===== config.mk =====
export PLATFORM = sky130hd
export DESIGN_NAME = cut_line_speed_run_config
export DESIGN_NICKNAME = d
export VERILOG_FILES = /design/src/include/cut_line_pkg.sv /design/src/include/cfg_if.sv /design/src/rtl/cfg_sample.sv /design/src/rtl/run_start.sv /design/src/rtl/cut_line_speed_run_config.sv
export VERILOG_INCLUDE_DIRS = /design/src /design/src/include
export SDC_FILE = /design/constraint.sdc
export NUM_CORES = 1
export LEC_CHECK = 0
export ABC_AREA = 1
export BUFFER_PORTS_ARGS = -buffer_cell sky130_fd_sc_hd__buf_2
export CORE_ASPECT_RATIO = 1.1
export CORE_MARGIN = 4
export CORE_UTILIZATION = 25
export DETAILED_ROUTE_END_ITERATION = 8
export RECOVER_POWER = 50
export SYNTH_ARGS = -nofsm -noshare
export SYNTH_HDL_FRONTEND = slang
export SYNTH_SLANG_ARGS = --single-unit
export TNS_END_PERCENT = 50

===== constraint.sdc =====
create_clock -name core_clk -period 2.3 [get_ports core_clk]
set_clock_uncertainty 0.1 [all_clocks]
set_input_delay 0.115 -clock core_clk [delete_from_list [all_inputs] [get_ports core_clk]]
set_output_delay 0.115 -clock core_clk [all_outputs]
set_load 0.05 [all_outputs]

===== src/include/cut_line_params.svh =====
// constant definitions for the cut line speed and run configuration block
`ifndef CUT_LINE_PARAMS_SVH
`define CUT_LINE_PARAMS_SVH
// =========================================
// switch positions (bit index = switch number - 1)
`define CL_SW_COUNT 7
`define CL_SW_SPEED_A 0
`define CL_SW_SPEED_B 1
`define CL_SW_POS3 2
`define CL_SW_POS4 3
`define CL_SW_POS5 4
`define CL_SW_POS6 5
`define CL_SW_POS7 6
// =========================================
// reset values
`define CL_SW_RESET 7'h00
// =========================================
// timing
`define CL_CLK_MHZ 100
`define CL_ILK_WIN_MS 1000
`define CL_ILK_WIN_CYC (`CL_ILK_WIN_MS * 1000 * `CL_CLK_MHZ)
`endif


===== src/include/cut_line_pkg.sv =====
// types shared by the cut line configuration block
package cut_line_pkg;
  typedef enum logic [1:0] {
    SPD_SINGLE = 2'b00,
    SPD_FWD_SLOW = 2'b01,
    SPD_FAST_SLOW = 2'b10,
    SPD_INVALID = 2'b11
  } speed_mode_t;
  typedef enum logic [1:0] {
    MT_FLY_BOOST = 2'b00,
    MT_FLY_PLAIN = 2'b01,
    MT_STOP_PER_CUT = 2'b10,
    MT_UNUSED = 2'b11
  } mach_type_t;
  typedef enum logic [1:0] {
    RS_IDLE = 2'b00,
    RS_WAIT_ILK = 2'b01,
    RS_RUN = 2'b10
  } run_state_t;
endpackage : cut_line_pkg


===== src/include/cfg_if.sv =====
// decoded configuration passed from the switch sampler to its users
`timescale 1ns/1ps
`default_nettype none
interface cfg_if;
  logic valid;
  logic opt_variant;
  cut_line_pkg::speed_mode_t speed_mode;
  cut_line_pkg::mach_type_t mach_type;
  logic remote_mode;
  logic shear_flying;
  logic shear_boost;
  logic shear_two_speed;
  logic manual_shear_block;
  logic single_batch;
  logic punch_flying;
  logic punch_boost;
  logic punch_two_speed;
  modport src (
    output valid, opt_variant, speed_mode, mach_type, remote_mode, shear_flying, shear_boost,
    output shear_two_speed, manual_shear_block, single_batch, punch_flying, punch_boost, punch_two_speed
  );
  modport dst (
    input valid, opt_variant, speed_mode, mach_type, remote_mode, shear_flying, shear_boost,
    input shear_two_speed, manual_shear_block, single_batch, punch_flying, punch_boost, punch_two_speed
  );
endinterface : cfg_if
`default_nettype wire


===== src/rtl/cfg_sample.sv =====
// switch bank sampler and decoder, frozen after the first edge out of reset
`timescale 1ns/1ps
`default_nettype none
`include "cut_line_params.svh"
module cfg_sample (
  input wire logic core_clk,
  input wire logic rst_n,
  input wire logic [`CL_SW_COUNT-1:0] cfg_sw,
  input wire logic opt_strap,
  cfg_if.src cfg
);
  logic [`CL_SW_COUNT-1:0] sw_q;
  logic opt_q;
  logic taken_q;

  // =========================================
  // one-shot capture
  // straps are caught by a clock edge, never by the async reset itself
  always_ff @(posedge core_clk or negedge rst_n) begin
    if (!rst_n) begin
      sw_q <= `CL_SW_RESET;
      opt_q <= 1'b0;
      taken_q <= 1'b0;
    end else if (!taken_q) begin
      sw_q <= cfg_sw;
      opt_q <= opt_strap;
      taken_q <= 1'b1;
    end
  end

  // =========================================
  // decode per variant
  assign cfg.valid = taken_q;
  assign cfg.opt_variant = opt_q;
  assign cfg.speed_mode = opt_q ? cut_line_pkg::SPD_SINGLE :
    cut_line_pkg::speed_mode_t'({sw_q[`CL_SW_SPEED_B], sw_q[`CL_SW_SPEED_A]});
  assign cfg.mach_type = cut_line_pkg::mach_type_t'({sw_q[`CL_SW_POS5], sw_q[`CL_SW_POS4]});
  assign cfg.remote_mode = opt_q ? sw_q[`CL_SW_POS4] : sw_q[`CL_SW_POS3];
  assign cfg.shear_flying = opt_q & sw_q[`CL_SW_SPEED_A];
  assign cfg.shear_boost = opt_q & ~sw_q[`CL_SW_SPEED_B];
  assign cfg.shear_two_speed = opt_q & sw_q[`CL_SW_POS3];
  assign cfg.manual_shear_block = ~opt_q & sw_q[`CL_SW_POS6];
  assign cfg.single_batch = ~opt_q & sw_q[`CL_SW_POS7];
  assign cfg.punch_flying = opt_q & sw_q[`CL_SW_POS5];
  assign cfg.punch_boost = opt_q & ~sw_q[`CL_SW_POS6];
  assign cfg.punch_two_speed = opt_q & sw_q[`CL_SW_POS7];

  // =========================================
  // checks
  cfg_frozen_a: assert property (@(posedge core_clk) disable iff (!rst_n)
    taken_q ##1 taken_q |-> $stable(sw_q) && $stable(opt_q))
    else $error("configuration changed after capture");
endmodule : cfg_sample
`default_nettype wire


===== src/rtl/run_start.sv =====
// automatic sequence start: local press with interlock window, or held remote input
`timescale 1ns/1ps
`default_nettype none
module run_start #(
  parameter int unsigned ILK_WIN_CYC = 100000000
) (
  input wire logic core_clk,
  input wire logic rst_n,
  cfg_if.dst cfg,
  input wire logic run_press,
  input wire logic in3_closed,
  input wire logic job_valid,
  input wire logic length_ok,
  input wire logic halt_req,
  input wire logic seq_done,
  output logic running,
  output logic [1:0] state
);
  cut_line_pkg::run_state_t st_q;
  logic [31:0] win_q;
  logic job_ok;
  logic stop;

  assign job_ok = job_valid & length_ok & cfg.valid & (cfg.speed_mode != cut_line_pkg::SPD_INVALID);
  // a local run drops as soon as the interlock opens; a remote run as soon as its input does
  assign stop = halt_req | seq_done | ~in3_closed;
  assign running = (st_q == cut_line_pkg::RS_RUN);
  assign state = st_q;

  // =========================================
  // start sequencer
  always_ff @(posedge core_clk or negedge rst_n) begin
    if (!rst_n) begin
      st_q <= cut_line_pkg::RS_IDLE;
    end else begin
      case (st_q)
        cut_line_pkg::RS_IDLE: begin
          if (cfg.remote_mode) begin
            if (in3_closed && job_ok && !halt_req) st_q <= cut_line_pkg::RS_RUN;
          end else if (run_press && job_ok && !halt_req) begin
            st_q <= in3_closed ? cut_line_pkg::RS_RUN : cut_line_pkg::RS_WAIT_ILK;
          end
        end
        cut_line_pkg::RS_WAIT_ILK: begin
          if (cfg.remote_mode || halt_req || !job_ok) st_q <= cut_line_pkg::RS_IDLE;
          else if (in3_closed) st_q <= cut_line_pkg::RS_RUN;
          else if (win_q >= ILK_WIN_CYC - 1) st_q <= cut_line_pkg::RS_IDLE;
        end
        cut_line_pkg::RS_RUN: begin
          if (stop) st_q <= cut_line_pkg::RS_IDLE;
        end
        default: st_q <= cut_line_pkg::RS_IDLE;
      endcase
    end
  end

  // =========================================
  // interlock window count
  always_ff @(posedge core_clk or negedge rst_n) begin
    if (!rst_n) begin
      win_q <= 32'h0000_0000;
    end else if (st_q == cut_line_pkg::RS_WAIT_ILK) begin
      win_q <= win_q + 32'h0000_0001;
    end else begin
      win_q <= 32'h0000_0000;
    end
  end

  // =========================================
  // checks
  local_start_a: assert property (@(posedge core_clk) disable iff (!rst_n)
    st_q == cut_line_pkg::RS_IDLE && !cfg.remote_mode && run_press && job_ok && in3_closed && !halt_req
    |=> st_q == cut_line_pkg::RS_RUN)
    else $error("local start with interlock closed did not run");
  start_guard_a: assert property (@(posedge core_clk) disable iff (!rst_n)
    st_q != cut_line_pkg::RS_RUN ##1 st_q == cut_line_pkg::RS_RUN |-> $past(job_ok) && $past(in3_closed))
    else $error("run entered without valid job, length or input 3");
  ilk_window_a: assert property (@(posedge core_clk) disable iff (!rst_n)
    st_q == cut_line_pkg::RS_WAIT_ILK |-> win_q < ILK_WIN_CYC)
    else $error("interlock window overran one second");
  ilk_noauto_a: assert property (@(posedge core_clk) disable iff (!rst_n)
    st_q == cut_line_pkg::RS_IDLE && !cfg.remote_mode && !run_press |=> st_q == cut_line_pkg::RS_IDLE)
    else $error("interlock closing started the machine");
  remote_panel_a: assert property (@(posedge core_clk) disable iff (!rst_n)
    cfg.remote_mode && st_q == cut_line_pkg::RS_IDLE && !in3_closed |=> st_q == cut_line_pkg::RS_IDLE)
    else $error("remote mode left idle without input 3");
endmodule : run_start
`default_nettype wire


===== src/rtl/cut_line_speed_run_config.sv =====
// top: switch configuration, run start and speed output logic for a cut-to-length line
`timescale 1ns/1ps
`default_nettype none
`include "cut_line_params.svh"
module cut_line_speed_run_config #(
  parameter int unsigned ILK_WIN_CYC = `CL_ILK_WIN_CYC
) (
  input wire logic core_clk,
  input wire logic rst_n,
  input wire logic [`CL_SW_COUNT-1:0] cfg_sw,
  input wire logic opt_strap,
  input wire logic run_press,
  input wire logic in3_closed,
  input wire logic job_valid,
  input wire logic length_ok,
  input wire logic halt_req,
  input wire logic seq_done,
  input wire logic auto_fwd,
  input wire logic auto_slow,
  input wire logic jog_fwd,
  input wire logic jog_rev,
  input wire logic approach_shear,
  output logic out1_q,
  output logic out2_q,
  output logic rev_q,
  output logic running_q,
  output logic cfg_invalid_q,
  output logic cfg_ready_q,
  output logic [1:0] speed_mode_q,
  output logic [1:0] mach_type_q,
  output logic remote_mode_q,
  output logic shear_flying_q,
  output logic shear_boost_q,
  output logic shear_two_speed_q,
  output logic manual_shear_block_q,
  output logic single_batch_q,
  output logic punch_flying_q,
  output logic punch_boost_q,
  output logic punch_two_speed_q,
  output logic boost_params_q
);
  cfg_if cfg ();
  logic running;
  logic [1:0] run_st;
  logic fwd;
  logic rev;
  logic moving;
  logic slow_need;
  logic jogging;
  logic out1_d;
  logic out2_d;
  logic rev_d;
  logic motion_ok;
  cut_line_pkg::speed_mode_t mode;

  // =========================================
  // configuration capture
  cfg_sample u_cfg (
    .core_clk(core_clk),
    .rst_n(rst_n),
    .cfg_sw(cfg_sw),
    .opt_strap(opt_strap),
    .cfg(cfg.src)
  );

  // =========================================
  // start control
  run_start #(
    .ILK_WIN_CYC(ILK_WIN_CYC)
  ) u_run (
    .core_clk(core_clk),
    .rst_n(rst_n),
    .cfg(cfg.dst),
    .run_press(run_press),
    .in3_closed(in3_closed),
    .job_valid(job_valid),
    .length_ok(length_ok),
    .halt_req(halt_req),
    .seq_done(seq_done),
    .running(running),
    .state(run_st)
  );

  // =========================================
  // movement requests
  // jogging is only honoured while the automatic sequence is not running
  assign jogging = ~running & (jog_fwd ^ jog_rev);
  assign fwd = (running & auto_fwd) | (jogging & jog_fwd);
  assign rev = jogging & jog_rev;
  assign moving = fwd | rev;
  // two-speed shear on the option variants forces slow on the shear approach
  assign slow_need = auto_slow | (cfg.shear_two_speed & approach_shear) | jogging;
  assign motion_ok = cfg.valid & (cfg.speed_mode != cut_line_pkg::SPD_INVALID);

  // option variants: one speed runs single logic, two speed runs fwd-slow logic
  always_comb begin
    mode = cfg.speed_mode;
    if (cfg.opt_variant) begin
      mode = cfg.shear_two_speed ? cut_line_pkg::SPD_FWD_SLOW : cut_line_pkg::SPD_SINGLE;
    end
  end

  // =========================================
  // speed output logic
  always_comb begin
    out1_d = 1'b0;
    out2_d = 1'b0;
    rev_d = 1'b0;
    if (motion_ok) begin
      case (mode)
        cut_line_pkg::SPD_SINGLE: begin
          out1_d = fwd;
          rev_d = rev;
          out2_d = ~moving | jogging;
        end
        cut_line_pkg::SPD_FWD_SLOW: begin
          out1_d = fwd;
          rev_d = rev;
          out2_d = ~fwd | slow_need;
        end
        cut_line_pkg::SPD_FAST_SLOW: begin
          out1_d = fwd & ~slow_need;
          out2_d = fwd & slow_need;
          rev_d = rev;
        end
        default: begin
          out1_d = 1'b0;
          out2_d = 1'b0;
          rev_d = 1'b0;
        end
      endcase
    end
  end

  always_ff @(posedge core_clk or negedge rst_n) begin
    if (!rst_n) begin
      out1_q <= 1'b0;
      out2_q <= 1'b0;
      rev_q <= 1'b0;
      running_q <= 1'b0;
    end else begin
      out1_q <= out1_d;
      out2_q <= out2_d;
      rev_q <= rev_d;
      running_q <= running;
    end
  end

  // =========================================
  // decoded configuration outputs
  // these only change on the capture edge, so registering costs one cycle of latency
  always_ff @(posedge core_clk or negedge rst_n) begin
    if (!rst_n) begin
      cfg_ready_q <= 1'b0;
      cfg_invalid_q <= 1'b0;
      speed_mode_q <= 2'h0;
      mach_type_q <= 2'h0;
      remote_mode_q <= 1'b0;
      shear_flying_q <= 1'b0;
      shear_boost_q <= 1'b0;
      shear_two_speed_q <= 1'b0;
      manual_shear_block_q <= 1'b0;
      single_batch_q <= 1'b0;
      punch_flying_q <= 1'b0;
      punch_boost_q <= 1'b0;
      punch_two_speed_q <= 1'b0;
      boost_params_q <= 1'b0;
    end else begin
      cfg_ready_q <= cfg.valid;
      cfg_invalid_q <= cfg.valid & (cfg.speed_mode == cut_line_pkg::SPD_INVALID);
      speed_mode_q <= mode;
      mach_type_q <= cfg.opt_variant ? 2'h0 : cfg.mach_type;
      remote_mode_q <= cfg.remote_mode;
      shear_flying_q <= cfg.shear_flying;
      shear_boost_q <= cfg.shear_boost;
      shear_two_speed_q <= cfg.shear_two_speed;
      manual_shear_block_q <= cfg.manual_shear_block;
      single_batch_q <= cfg.single_batch;
      punch_flying_q <= cfg.punch_flying;
      punch_boost_q <= cfg.punch_boost;
      punch_two_speed_q <= cfg.punch_two_speed;
      // die boost parameters only offered where the type has a boost
      boost_params_q <= cfg.valid & (cfg.opt_variant ? cfg.shear_boost
        : cfg.mach_type == cut_line_pkg::MT_FLY_BOOST);
    end
  end

  // =========================================
  // checks
  fs_exclusive_a: assert property (@(posedge core_clk) disable iff (!rst_n)
    speed_mode_q == 2'h2 && cfg_ready_q |-> !(out1_q && out2_q))
    else $error("fast and slow both on");
  fwdslow_hold_a: assert property (@(posedge core_clk) disable iff (!rst_n)
    $past(mode == cut_line_pkg::SPD_FWD_SLOW && motion_ok) && !out1_q |-> out2_q)
    else $error("slow off while forward off");
  single_halt_a: assert property (@(posedge core_clk) disable iff (!rst_n)
    $past(mode == cut_line_pkg::SPD_SINGLE && motion_ok) && !out1_q && !rev_q |-> out2_q)
    else $error("single speed halted without slow");
  invalid_off_a: assert property (@(posedge core_clk) disable iff (!rst_n)
    cfg_invalid_q |-> !out1_q && !out2_q && !rev_q && !running_q)
    else $error("motion with invalid configuration");
  fwd_follow_a: assert property (@(posedge core_clk) disable iff (!rst_n)
    mode == cut_line_pkg::SPD_FWD_SLOW && motion_ok && running && auto_fwd |=> out1_q)
    else $error("forward not driven in automatic run");
  fs_stop_a: assert property (@(posedge core_clk) disable iff (!rst_n)
    mode == cut_line_pkg::SPD_FAST_SLOW && !fwd |=> !out1_q && !out2_q)
    else $error("fast-slow output on while stopped");
  mode_frozen_a: assert property (@(posedge core_clk) disable iff (!rst_n)
    cfg_ready_q ##1 cfg_ready_q |-> $stable(speed_mode_q) && $stable(remote_mode_q))
    else $error("decoded mode changed after capture");
  run_lag_a: assert property (@(posedge core_clk) disable iff (!rst_n)
    run_st == 2'h2 |=> running_q)
    else $error("running output missed the sequencer");
  single_rev_a: assert property (@(posedge core_clk) disable iff (!rst_n)
    mode == cut_line_pkg::SPD_SINGLE && motion_ok && rev |=> rev_q && !out1_q)
    else $error("single speed reverse not driven alone");
  single_jog_a: assert property (@(posedge core_clk) disable iff (!rst_n)
    mode == cut_line_pkg::SPD_SINGLE && motion_ok && jogging |=> out2_q)
    else $error("single speed jog without slow");
  fwdslow_feed_a: assert property (@(posedge core_clk) disable iff (!rst_n)
    mode == cut_line_pkg::SPD_FWD_SLOW && motion_ok && fwd && slow_need |=> out1_q && out2_q)
    else $error("slow feed not selected");
  fast_move_a: assert property (@(posedge core_clk) disable iff (!rst_n)
    mode == cut_line_pkg::SPD_FAST_SLOW && motion_ok && fwd && !slow_need |=> out1_q && !out2_q)
    else $error("fast movement not on fast output");
  slow_move_a: assert property (@(posedge core_clk) disable iff (!rst_n)
    mode == cut_line_pkg::SPD_FAST_SLOW && motion_ok && fwd && slow_need |=> !out1_q && out2_q)
    else $error("slow movement not on slow output");
  approach_slow_a: assert property (@(posedge core_clk) disable iff (!rst_n)
    motion_ok && cfg.shear_two_speed && approach_shear |=> out2_q)
    else $error("shear approach not slowed");
  jog_locked_a: assert property (@(posedge core_clk) disable iff (!rst_n)
    running |=> !rev_q)
    else $error("reverse driven during automatic run");
  not_ready_off_a: assert property (@(posedge core_clk) disable iff (!rst_n)
    !cfg_ready_q |-> !out1_q && !out2_q && !rev_q && !running_q)
    else $error("motion before configuration capture");
  invalid_code_a: assert property (@(posedge core_clk) disable iff (!rst_n)
    cfg_invalid_q |-> speed_mode_q == 2'h3 && !cfg.opt_variant)
    else $error("invalid flag without invalid basic setting");
  opt_decode_a: assert property (@(posedge core_clk) disable iff (!rst_n)
    cfg_ready_q && cfg.opt_variant |-> speed_mode_q == {1'b0, cfg.shear_two_speed} && mach_type_q == 2'h0)
    else $error("option variant speed logic wrong");
  boost_param_a: assert property (@(posedge core_clk) disable iff (!rst_n)
    cfg_ready_q && !cfg.opt_variant && mach_type_q != 2'h0 |-> !boost_params_q)
    else $error("boost parameters offered without boost type");
endmodule : cut_line_speed_run_config
`default_nettype wire


**Yosys cells after proc, flatten, opt, wreduce, memory -nomap -nowiden**

Cells that the tools add are included.

- Add/subtract/negate cells: 1
- Magnitude comparators: 1
- Equality and inequality tests: 10
- Multiplexer cells: 22
- Bitwise logic cells: 38
- Reductions and logical operators: 14

Operators with widths:

| kind | number |
|---|---|
| 32-bit by 1-bit adder with 32-bit output (second input constant) | 1 |
| 32-bit by 27-bit greater-or-equal comparator with 1-bit output (second input constant) | 1 |
| 32-bit 2-to-1 mux | 1 |
| 2-bit 2-to-1 mux | 11 |
| 1-bit bitwise AND | 21 |
| 1-bit NOT | 8 |
| 1-bit bitwise OR | 8 |
| 1-bit 2-to-1 mux | 7 |
| 2-bit equality test (second input constant) | 3 |
| 2-bit logical NOT | 3 |
| 3-bit by 2-bit inequality test with 1-bit output (second input constant) | 2 |
| 2-bit case mux with 3 select lines | 1 |
| 2-bit by 1-bit equality test with 1-bit output (second input constant) | 2 |
| 1-bit logical AND | 4 |
| 4-bit by 2-bit inequality test with 1-bit output (second input constant) | 1 |
| 4-bit AND reduction | 1 |
| 1-bit case mux with 3 select lines | 1 |
| 3-bit OR reduction | 1 |
| 1-bit logical NOT | 2 |
| 1-bit logical OR | 2 |
| 2-bit by 1-bit inequality test with 1-bit output (second input constant) | 1 |
| 2-bit inequality test (second input constant) | 1 |
| 1-bit case mux with 2 select lines | 1 |
| 2-bit OR reduction | 1 |
| 1-bit XOR | 1 |

- Flip-flop bits (word level): 63
- Output and inout bits: 20
- Logic and storage cells: 109

**Longest topological paths before layout**

Gate-level depths: netlist of the first run.

- Depth in word-level cells: 10
- Gate-level depth with buffers: 10
- Mapped depth without buffers: 10

**Cells and area by module**

Synthesis of the first run repeated with hierarchy kept, for this count alone.

- Cell total of the unflattened synthesis: 441
- Area, all modules: 3362.0 um^2

Modules (own cells, without submodules):

| module | times used | cells an instance | area each (um^2) |
|---|---|---|---|
| run_start | 1 | 319 | 2220.9 |
| cut_line_speed_run_config | 1 | 61 | 694.4 |
| cfg_sample | 1 | 61 | 446.7 |

**Least setup slack after synthesis of the first run**

OpenSTA, ideal clock, no wires.

- Path kind: register -> register
- Start point: reg u_run.win_q[0]
- End point: reg u_run.win_q[20]
- Data arrival time: 1.294 ns
- Slack: 0.776 ns
- Stages on the path, launching flop included: 9
- Path buffers: 0
- Period minus slack after synthesis: 1.524 ns
- Path through: dfrtp_1 -> ha_1 -> nand2_2 -> nor2_1 -> nand2_2 -> nor2_4 -> nand2_2 -> nor3_1 -> nor3_2

- Cells in the longest elaborated chain, start to end: 2

Ends and longest elaborated chain:

| item | RTL line | text |
|---|---|---|
| start: declaration | run_start.sv:20 | `logic [31:0] win_q;` |
| start signal: assignment | run_start.sv:63 | `win_q <= win_q + 32'h0000_0001;` |
| 32-bit by 1-bit adder with 32-bit output | run_start.sv:63 |  |
| 32-bit 2-to-1 mux | run_start.sv:62 | `end else if (st_q == cut_line_pkg::RS_WAIT_ILK) begin` |

Every way passes these cells.
A chain may end at the register's enable or synchronous reset.

**Final worst setup path of the first run**

- Start point: reg u_run.win_q[0]
- End point: reg u_run.win_q[18]

Same word-level chain as after synthesis.

==> results.py, run 1 <==
metrics = {
    "placement": {
        "dpl.hpwl_microns": 5870,
        "place_congestion": 0.896,
        "place_area_sq_um": 3610,
        "port_buffers": 40,
    },
    "sta": {
        "min_period_ns": 1.68,
        "fmax_mhz": 594,
        "post-route-period-util_pct": 73.1,
        "setup_viol": 0,
        "tightest_slew_ns": 0.670,
        "slew_headroom_pct": 55.3,
        "tns_ns": 0,
        "finalHoldViolations": 0,
        "maxSlewViolCount": 0,
        "rsz0062_at_grt": "no",
    },
    "pwr": {
        "p_leak_nw": 1.79,
        "switchingPower_w": 0.000931,
        "combPwrFrac_pct": 16.8,
        "seqPwrFrac_pct": 40.9,
        "ir_worst_vdd_v": 0.000399,
        "p_per_area_nw_per_um2": 747,
        "internal_power_w": 0.00204,
        "switching_share_pct": 31.3,
        "clkPwrFrac_pct": 42.3,
    },
    "finish": {
        "final_cell_mix": "107 x nand2_1, 74 x nor2_1, 63 x dfrtp_1, 59 x inv_1, 24 x o21ai_0",
        "antennaDiodeCount": 0,
        "nets": 509,
        "area_growth_pct": 24.0,
        "fin_area_sq_um": 3980,
        "final_common_cell": "nand2_1",
        "drive_gt1_share_pct": 13.8,
    },
    "die": {
        "core_sq_um": 12600,
        "io_pins": 41,
        "dieArea_sq_um": 14700,
        "die_h_microns": 127,
        "initial_utilization_pct": 25.5,
        "die_x_microns": 116,
        "rows": 43,
    },
    "yosys": {
        "yosys_warnings": 0,
        "avgSynthCellArea_sq_um": 7.55,
        "syn-instance-count": 425,
        "yosysSeqAreaShare_pct": 49.2,
        "netlist_area_sq_um": 3210,
        "ys_ff_latch": 63,
        "synth.area.top_cells": "dfrtp_1 49%, nand2_1 13%, nor2_1 8.7%",
        "synth_cell_type_count": 30,
        "yosys.area.top_type": "dfrtp_1",
        "synth_fp_nets": 447,
        "yosysTopAreaCellShare_pct": 49.2,
    },
    "clock_network": {
        "cts_tree": "built",
        "cts_sinks": 63,
        "clockRootBuffer": "clkbuf_16",
        "clk_latency_ns": 0.33,
        "cts-htree-levels": 3,
        "cts_hold_buf": 12,
        "cts_buffer_depth": 2,
        "postCtsSetupBuffers": 0,
        "numCtsBuffers": 9,
        "cts_resized": 0,
        "clk_pin_slew_ns": 0.06,
    },
    "critical_path": {
        "crit_path_end": "u_run.win_q[18]",
        "crit_required_ns": 2.42,
        "crit_arrival_ns": 1.80,
        "cp-startpoint": "u_run.win_q[0]",
        "worstSetupEndpointType": "register",
        "crit_path_start_kind": "register",
        "reg2regPathDepth": 7,
        "rr_startpoint": "u_run.win_q[0]",
        "worst-setup-path-type": "register to register",
        "path_max_fanout": 5,
        "r2r-end": "u_run.win_q[18]",
        "reg2reg_slack_ns": 0.62,
    },
    "drt": {
        "drt-total-wl_microns": 7530,
        "antenna_left": 0,
        "wl_per_cell_microns": 11.6,
        "drtIter0Drc": 119,
        "via_per_inst": 4.35,
        "drcViolationCount": 0,
        "drtPass1Iterations": 4,
        "num_vias": 2821,
    },
    "worst_hold_path": {
        "hold_class": "primary input to register",
    },
    "run": {
        "cap_violations": 0,
    },
    "global_route": {
        "grt_max_degree": 32,
        "grt_pass1_wl_microns": 12900,
        "grt_overflow_total": 0,
        "antenna_found_initial": 0,
        "grt_usage_pct": 11.0,
        "grt_pass1_vias": 2847,
    },
    "run_status": {
        "outcome": "finished clean",
    },
}
[sequential cells by signal (all words and copies together), names as in the netlist, 2 cells and up]
register,flops
u_run.win_q,32
u_cfg.sw_q,7
mach_type_q,2
speed_mode_q,2
u_run.state,2
[power groups by stage]
stage | Clock [W] | Sequential, W | Combinational, W
floorplan | 0 | 0.00137 | 0.000213
global placement | 0 | 0.00123 | 0.000503
detailed placement | 0 | 0.00123 | 0.000512
CTS | 0.00129 | 0.00122 | 0.000529
global route | 0.00135 | 0.00122 | 0.000563
finish | 0.00126 | 0.00122 | 0.000499
[synthesized netlist by cell type]
master       n
a2111oi_0    1
a21oi_1     14
a31oi_1      2
buf_2        2
clkbuf_1     3
conb_1       1
dfrtp_1     63
ha_1         1
inv_1       58
inv_2        7
nand2_1    107
nand2_2      6
nand3_1     22
nand3_2      1
nand3b_1     1
nand4_1      4
nor2_1      74
nor2_2       6
nor2_4       2
nor3_1       9
nor3_2       6
nor3_4       2
nor3b_1      1
o21a_1       1
o21ai_0     23
o21ai_1      2
o21ai_2      1
or2_2        1
xnor2_1      3
xor2_1       1
[worst max-delay path: stages (launching register included)]
cell,delay [ns]
dfrtp_1,0.38
ha_1,0.19
nand2_2,0.09
nor3_2,0.33
nand2_1,0.11
nor2_2,0.16
a21oi_1,0.08
o21a_1,0.13
[metrics by stage]
stage	setup slack, ns	total power [W]	cells	util, %	hold WS (ns)
finish	0.618	0.00297	649	31.6	0.0180
global route	0.463	0.00314	649	31.6	0.0364
CTS	0.600	0.00304	649	31.9	0.00817
detailed placement	0.607	0.00175	621	28.7	0.0936
global placement	0.621	0.00174	621	28.7	0.0791
floorplan	0.776	0.00159	425	-	-0.281
[cells by family (layout without fill, tap and decap cells)]
logic type / after synthesis / count (layout) / synth area share (%)
buf+inv: 70 / 137 / 8.27
simple gates: 242 / 242 / 33.7
fa+ha+maj: 1 / 1 / 0.390
compound gates: 44 / 44 / 7.26
flops: 63 / 63 / 49.2
other cells: 1 / 1 / 0.117
xor+xnor: 4 / 4 / 1.09
[how the worst min path moves through the flow]
stage               startpoint        endpoint  slack [ns]  depth (start not counted)
floorplan                rst_n  boost_params_q       -0.28                          0
global placement         rst_n       running_q        0.08                          1
detailed placement       rst_n       running_q        0.09                          1
CTS                 in3_closed  u_run.state[0]       0.008                          4
global route        in3_closed  u_run.state[0]        0.04                          4
finish              in3_closed  u_run.state[0]        0.02                          4
[layout make-up]
| cell class | instances | area [sq um] |
|---|---|---|
| flip-flops and latches | 63 | 1580 |
| repair buffers | 56 | 318 |
| multi-input cells | 292 | 1360 |
| clock buffers | 9 | 225 |
| fillers | 1367 | 8610 |
| inverters | 65 | 244 |
| clock inverters | 7 | 55.1 |
| well taps | 157 | 196 |
[metal layers]
layer,wire (microns),global-route usage [%],vias to the layer above
li1,-,-,1444
met4,246,5.94,0
met2,3400,17.3,80
met3,515,3.58,20
met1,3360,13.3,1277
met5,0,0,-
Power figures use the tool's default switching activity.
==> run 2, diff against run 1 <==
- clock period: 2.3 -> 1.5 ns (I/O delays scaled with it)
==> run 2 against run 1 <==
Effect of this change:
- sequential power is 52% higher
- clock-buffer cell count is 1 higher
- the run now ends with hold timing, setup timing left
- worst setup slack worse by 0.65 ns
- largest cell class unchanged
- fmax is 9.7% higher
==> results.py, run 2 (same netlist as run 1, synthesis figures left out) <==
metrics = {
    "run_status": {
        "outcome": "finished with violations",
        "failed_checks": "hold timing, setup timing",
    },
    "worst_hold_path": {
        "hp-start": "auto_slow",
        "holdPathStages": 5,
        "min_to": "out1_q",
        "hold_class": "primary input to register",
    },
    "die": {
        "initial_utilization_pct": 25.5,
        "io_pins": 41,
        "core_sq_um": 12600,
        "rows": 43,
        "die_h_microns": 127,
        "dieArea_sq_um": 14700,
        "die_x_microns": 116,
    },
    "sta": {
        "finalHoldViolations": 1,
        "worst_hold_slack_ns": -0.000339,
        "slew_headroom_pct": 65.1,
        "min_period_ns": 1.53,
        "setup_viol": 2,
        "post-route-worst-setup-slack_ns": -0.0336,
        "post-route-period-util_pct": 102,
        "maxSlewViolCount": 0,
        "tightest_slew_ns": 0.524,
        "rsz0062_at_grt": "yes",
        "fmax_mhz": 652,
    },
    "finish": {
        "antennaDiodeCount": 0,
        "largest_reg_flops": 32,
        "largest-register": "u_run.win_q",
        "final_common_cell": "nand2_1",
        "fin_util_pct": 36.0,
        "drive_gt1_share_pct": 31.2,
        "area_growth_pct": 41.3,
        "nets": 549,
        "final_cell_mix": "97 x nand2_1, 61 x dfrtp_1, 58 x nor2_1, 55 x inv_1, 39 x buf_2",
        "reg.largest.list": "u_run.win_q x32, u_cfg.sw_q x7",
        "fill_cells": 1295,
    },
    "pwr": {
        "power_w": 0.00473,
        "p_per_area_nw_per_um2": 1040,
        "ir_worst_vdd_v": 0.000664,
        "p_leak_nw": 2.18,
    },
    "clock_network": {
        "cts_tree": "built",
        "cts_buffer_depth": 2,
        "cts-htree-levels": 3,
        "numCtsBuffers": 9,
        "clk_latency_ns": 0.33,
        "clockRootBuffer": "clkbuf_16",
        "cts_sinks": 63,
        "clk_pin_slew_ns": 0.06,
    },
    "critical_path": {
        "path_max_fanout": 4,
        "reg2regPathDepth": 10,
        "rr_startpoint": "u_run.win_q[6]",
        "worstSetupEndpointType": "register",
        "reg2reg_slack_ns": -0.03,
        "r2r-end": "u_run.win_q[24]",
        "crit_path_start_kind": "register",
        "worst-setup-path-type": "register to register",
        "crit_required_ns": 1.62,
        "crit_arrival_ns": 1.65,
    },
    "drt": {
        "via_per_inst": 4.43,
        "drcViolationCount": 0,
        "drtPass1Iterations": 4,
        "antenna_left": 0,
        "drt-total-wl_microns": 8600,
        "num_vias": 3051,
        "drtIter0Drc": 128,
        "wl_per_cell_microns": 12.5,
    },
    "global_route": {
        "grt_pass1_vias": 3230,
        "grt_usage_pct": 12.3,
        "antenna_found_initial": 0,
        "grt_overflow_total": 0,
        "grt_pass1_wl_microns": 14500,
        "grt_max_degree": 21,
    },
    "placement": {
        "port_buffers": 40,
        "dpl.hpwl_microns": 6050,
        "place_congestion": 0.867,
    },
    "run": {
        "cap_violations": 0,
    },
}
-- run 2: how the worst max path moves through the flow --
stage              startpoint  slack, ns  cells past startpoint              end
2_1_floorplan  u_run.win_q[0]      -0.02                      8  u_run.win_q[20]
3_3_place_gp   u_run.win_q[0]      -0.04                      8  u_run.win_q[22]
3_5_place_dp   u_run.win_q[0]      -0.10                     10  u_run.win_q[24]
4_1_cts        u_run.win_q[0]      -0.05                     10  u_run.win_q[24]
5_1_grt        u_run.win_q[0]      -0.12                      9  u_run.win_q[31]
6_report       u_run.win_q[6]      -0.03                     10  u_run.win_q[24]
-- run 2: power by group --
group / total (W) / internal (W) / switching (W) / leakage (nW)
clock: 0.00199 / 0.00117 / 0.000818 / 0.131
sequential: 0.00186 / 0.00181 / 0.0000530 / 0.839
combinational: 0.000882 / 0.000265 / 0.000616 / 1.21
total: 0.00473 / 0.00324 / 0.00149 / 2.18
-- run 2: layout make-up --
| cell class | count | area (sq um) | share of cell area [%] |
|---|---|---|---|
| sequential | 63 | 1580 | 34.9 |
| multi-input combinational | 292 | 1570 | 34.7 |
| timing repair buffer | 96 | 657 | 14.5 |
| inverter | 65 | 244 | 5.39 |
| clock buffer | 10 | 239 | 5.27 |
| tap | 157 | 196 | 4.34 |
| clock inverter | 6 | 45.0 | 0.994 |
-- run 2: what timing repair did --
action	4_1_cts	5_1_grt
hold buffers	15	0
resized for setup	19	50
buffers inserted	4	5
endpoints found under the setup margin	20	30
pin swaps	9	14
hold endpoints to repair	66	0
-- run 2: worst max-delay path, cell delays in order, from the launching register on --
cell and delay (ns):
dfrtp_1 0.42, nand2_4 0.10, nor2_4 0.12, buf_4 0.12, nand2_4 0.06, nor2_4 0.13, nand2_4 0.08, nor2_4 0.12
nand3_2 0.07, nand2_1 0.06, nor2_1 0.04
-- run 2: through the flow --
step / std cells / setup WS, ns / hold WS [ns] / area, sq um / TNS [ns]
final: 689 / -0.0336 / -0.000339 / 4530 / -0.0453
after global routing: 689 / -0.123 / 0.0379 / 4530 / -1.69
after CTS: 684 / -0.0541 / 0.00762 / 4400 / -0.155
after detailed placement: 649 / -0.104 / -0.0335 / 3850 / -0.779
after global placement: 649 / -0.0378 / -0.0375 / 3850 / -0.133
after floorplan: 425 / -0.0241 / -0.321 / 3210 / -0.0479
-- run 2: per-layer routing --
metal	global-route usage (%)	vias up	routed length, microns
met5	0	-	0
met4	5.32	0	151
met3	2.67	14	336
met2	21.0	70	4410
met1	14.8	1439	3690
li1	-	1528	-
==> run 3, diff against run 2 <==
- HOLD_SLACK_MARGIN: unset -> 0.1
==> run 3 against run 2 <==
Effect of this change:
- largest power group unchanged
- sequential share of layout area down 0.15 points
- the run ends with setup timing left
- hold slack better by 0.13 ns
- fmax about the same
==> results.py, run 3 (same netlist as run 1, synthesis figures left out) <==
metrics = {
    "finish": {
        "area_growth_pct": 41.9,
        "reg.largest.list": "u_run.win_q x32, u_cfg.sw_q x7",
        "largest_reg_flops": 32,
        "fill_cells": 1290,
        "largest-register": "u_run.win_q",
        "fin_area_sq_um": 4550,
        "fin_util_pct": 36.1,
        "fin_cells": 691,
        "antennaDiodeCount": 0,
        "drive_gt1_share_pct": 31.1,
        "final_cell_mix": "97 x nand2_1, 61 x dfrtp_1, 58 x nor2_1, 55 x inv_1, 39 x buf_2",
        "final_common_cell": "nand2_1",
        "nets": 551,
    },
    "pwr": {
        "power_w": 0.00474,
        "internal_power_w": 0.00325,
        "seqPwrFrac_pct": 39.3,
        "combPwrFrac_pct": 18.7,
        "clkPwrFrac_pct": 42.0,
        "switchingPower_w": 0.00149,
        "p_per_area_nw_per_um2": 1040,
        "switching_share_pct": 31.5,
        "ir_worst_vdd_v": 0.000666,
        "p_leak_nw": 2.19,
    },
    "clock_network": {
        "cts_buffer_depth": 2,
        "cts_sinks": 63,
        "clk_latency_ns": 0.33,
        "cts_tree": "built",
        "numCtsBuffers": 9,
        "clockRootBuffer": "clkbuf_16",
        "clk_pin_slew_ns": 0.06,
        "cts-htree-levels": 3,
    },
    "drt": {
        "wl_per_cell_microns": 12.5,
        "num_vias": 3038,
        "drtIter0Drc": 116,
        "antenna_left": 0,
        "drcViolationCount": 0,
        "drt-total-wl_microns": 8620,
        "via_per_inst": 4.40,
        "drtPass1Iterations": 4,
    },
    "die": {
        "core_sq_um": 12600,
        "rows": 43,
        "initial_utilization_pct": 25.5,
        "dieArea_sq_um": 14700,
        "io_pins": 41,
        "die_h_microns": 127,
        "die_x_microns": 116,
    },
    "global_route": {
        "grt_overflow_total": 0,
        "grt_usage_pct": 12.4,
        "grt_max_degree": 21,
        "grt_pass1_wl_microns": 14600,
        "grt_pass1_vias": 3235,
        "antenna_found_initial": 0,
    },
    "sta": {
        "tightest_slew_ns": 0.520,
        "slew_headroom_pct": 65.3,
        "rsz0062_at_grt": "yes",
        "worst_hold_slack_ns": 0.125,
        "setup_viol": 2,
        "post-route-period-util_pct": 102,
        "fmax_mhz": 652,
        "post-route-worst-setup-slack_ns": -0.0327,
        "finalHoldViolations": 0,
        "maxSlewViolCount": 0,
        "min_period_ns": 1.53,
    },
    "placement": {
        "place_area_sq_um": 3850,
        "place_congestion": 0.867,
        "dp.cells": 649,
        "port_buffers": 40,
        "dpl.hpwl_microns": 6050,
    },
    "run_status": {
        "outcome": "finished with violations",
        "failed_checks": "setup timing",
    },
    "critical_path": {
        "crit_required_ns": 1.62,
        "worstSetupEndpointType": "register",
        "path_max_fanout": 4,
        "crit_arrival_ns": 1.65,
        "crit_path_start_kind": "register",
        "worst-setup-path-type": "register to register",
    },
    "worst_hold_path": {
        "hold_class": "primary input to async pin",
    },
    "run": {
        "cap_violations": 0,
    },
}
-- run 3: cell count changes in the layout (fill, tap and decap cells not counted), sizes merged --
cell | before | now
dlygate4sd3 | 15 | 17
-- run 3: worst max-delay path, cell delays in order, from the launching register on --
cell	delay, ns
dfrtp_1	0.43
nand2_4	0.10
nor2_4	0.12
buf_4	0.12
nand2_4	0.06
nor2_4	0.13
nand2_4	0.08
nor2_4	0.12
nand3_2	0.07
nand2_1	0.06
nor2_1	0.04
-- run 3: cell type report --
type                    instances  area, sq um  share of cell area (%)
well taps                     157          196                    4.32
clock inverters                 6         45.0                   0.990
multi-input cells             292         1570                    34.5
inverters                      65          244                    5.36
clock buffers                  10          239                    5.25
flip-flops and latches         63         1580                    34.7
repair buffers                 98          677                    14.9
-- run 3: timing repair --
item                                   4_1_cts  5_1_grt
setup buffers                                4        5
hold buffers                                17        0
setup endpoints to repair                   20       30
endpoints found under the hold margin       76        0
pin swaps                                    9       14
gates resized for setup                     19       50
-- run 3: power groups by stage --
stage | Sequential (W) | Clock [W] | Combinational (W)
finish | 0.00186 | 0.00199 | 0.000885
global route | 0.00187 | 0.00210 | 0.000983
CTS | 0.00186 | 0.00201 | 0.000894
detailed placement | 0.00188 | 0 | 0.000845
global placement | 0.00189 | 0 | 0.000829
floorplan | 0.00211 | 0 | 0.000326
-- run 3: final timing paths --
path                       cells past startpoint            start              end  slack [ns]
max reg2reg                                   10   u_run.win_q[6]  u_run.win_q[24]       -0.03
min in group core_clk                          7        length_ok   u_run.state[0]        0.17
min reg2reg                                    0  u_cfg.cfg.valid      cfg_ready_q        0.30
max                                           10   u_run.win_q[6]  u_run.win_q[24]       -0.03
min                                            2            rst_n        running_q        0.12
max in group asynchronous                      3            rst_n  u_run.win_q[11]        0.26
-- run 3: metal layers --
| layer | part of all wire (%) | GRT usage [%] |
|---|---|---|
| met5 | 0 | 0 |
| met3 | 4.0 | 2.67 |
| met1 | 43 | 14.8 |
| met2 | 51 | 21.2 |
| met4 | 1.9 | 5.32 |
-- run 3: per-stage QoR --
| step | setup WS (ns) | setup TNS (ns) |
|---|---|---|
| after floorplan | -0.0241 | -0.0479 |
| after global placement | -0.0378 | -0.133 |
| after detailed placement | -0.104 | -0.779 |
| after CTS | -0.0541 | -0.155 |
| after global routing | -0.123 | -1.69 |
| final | -0.0327 | -0.0449 |
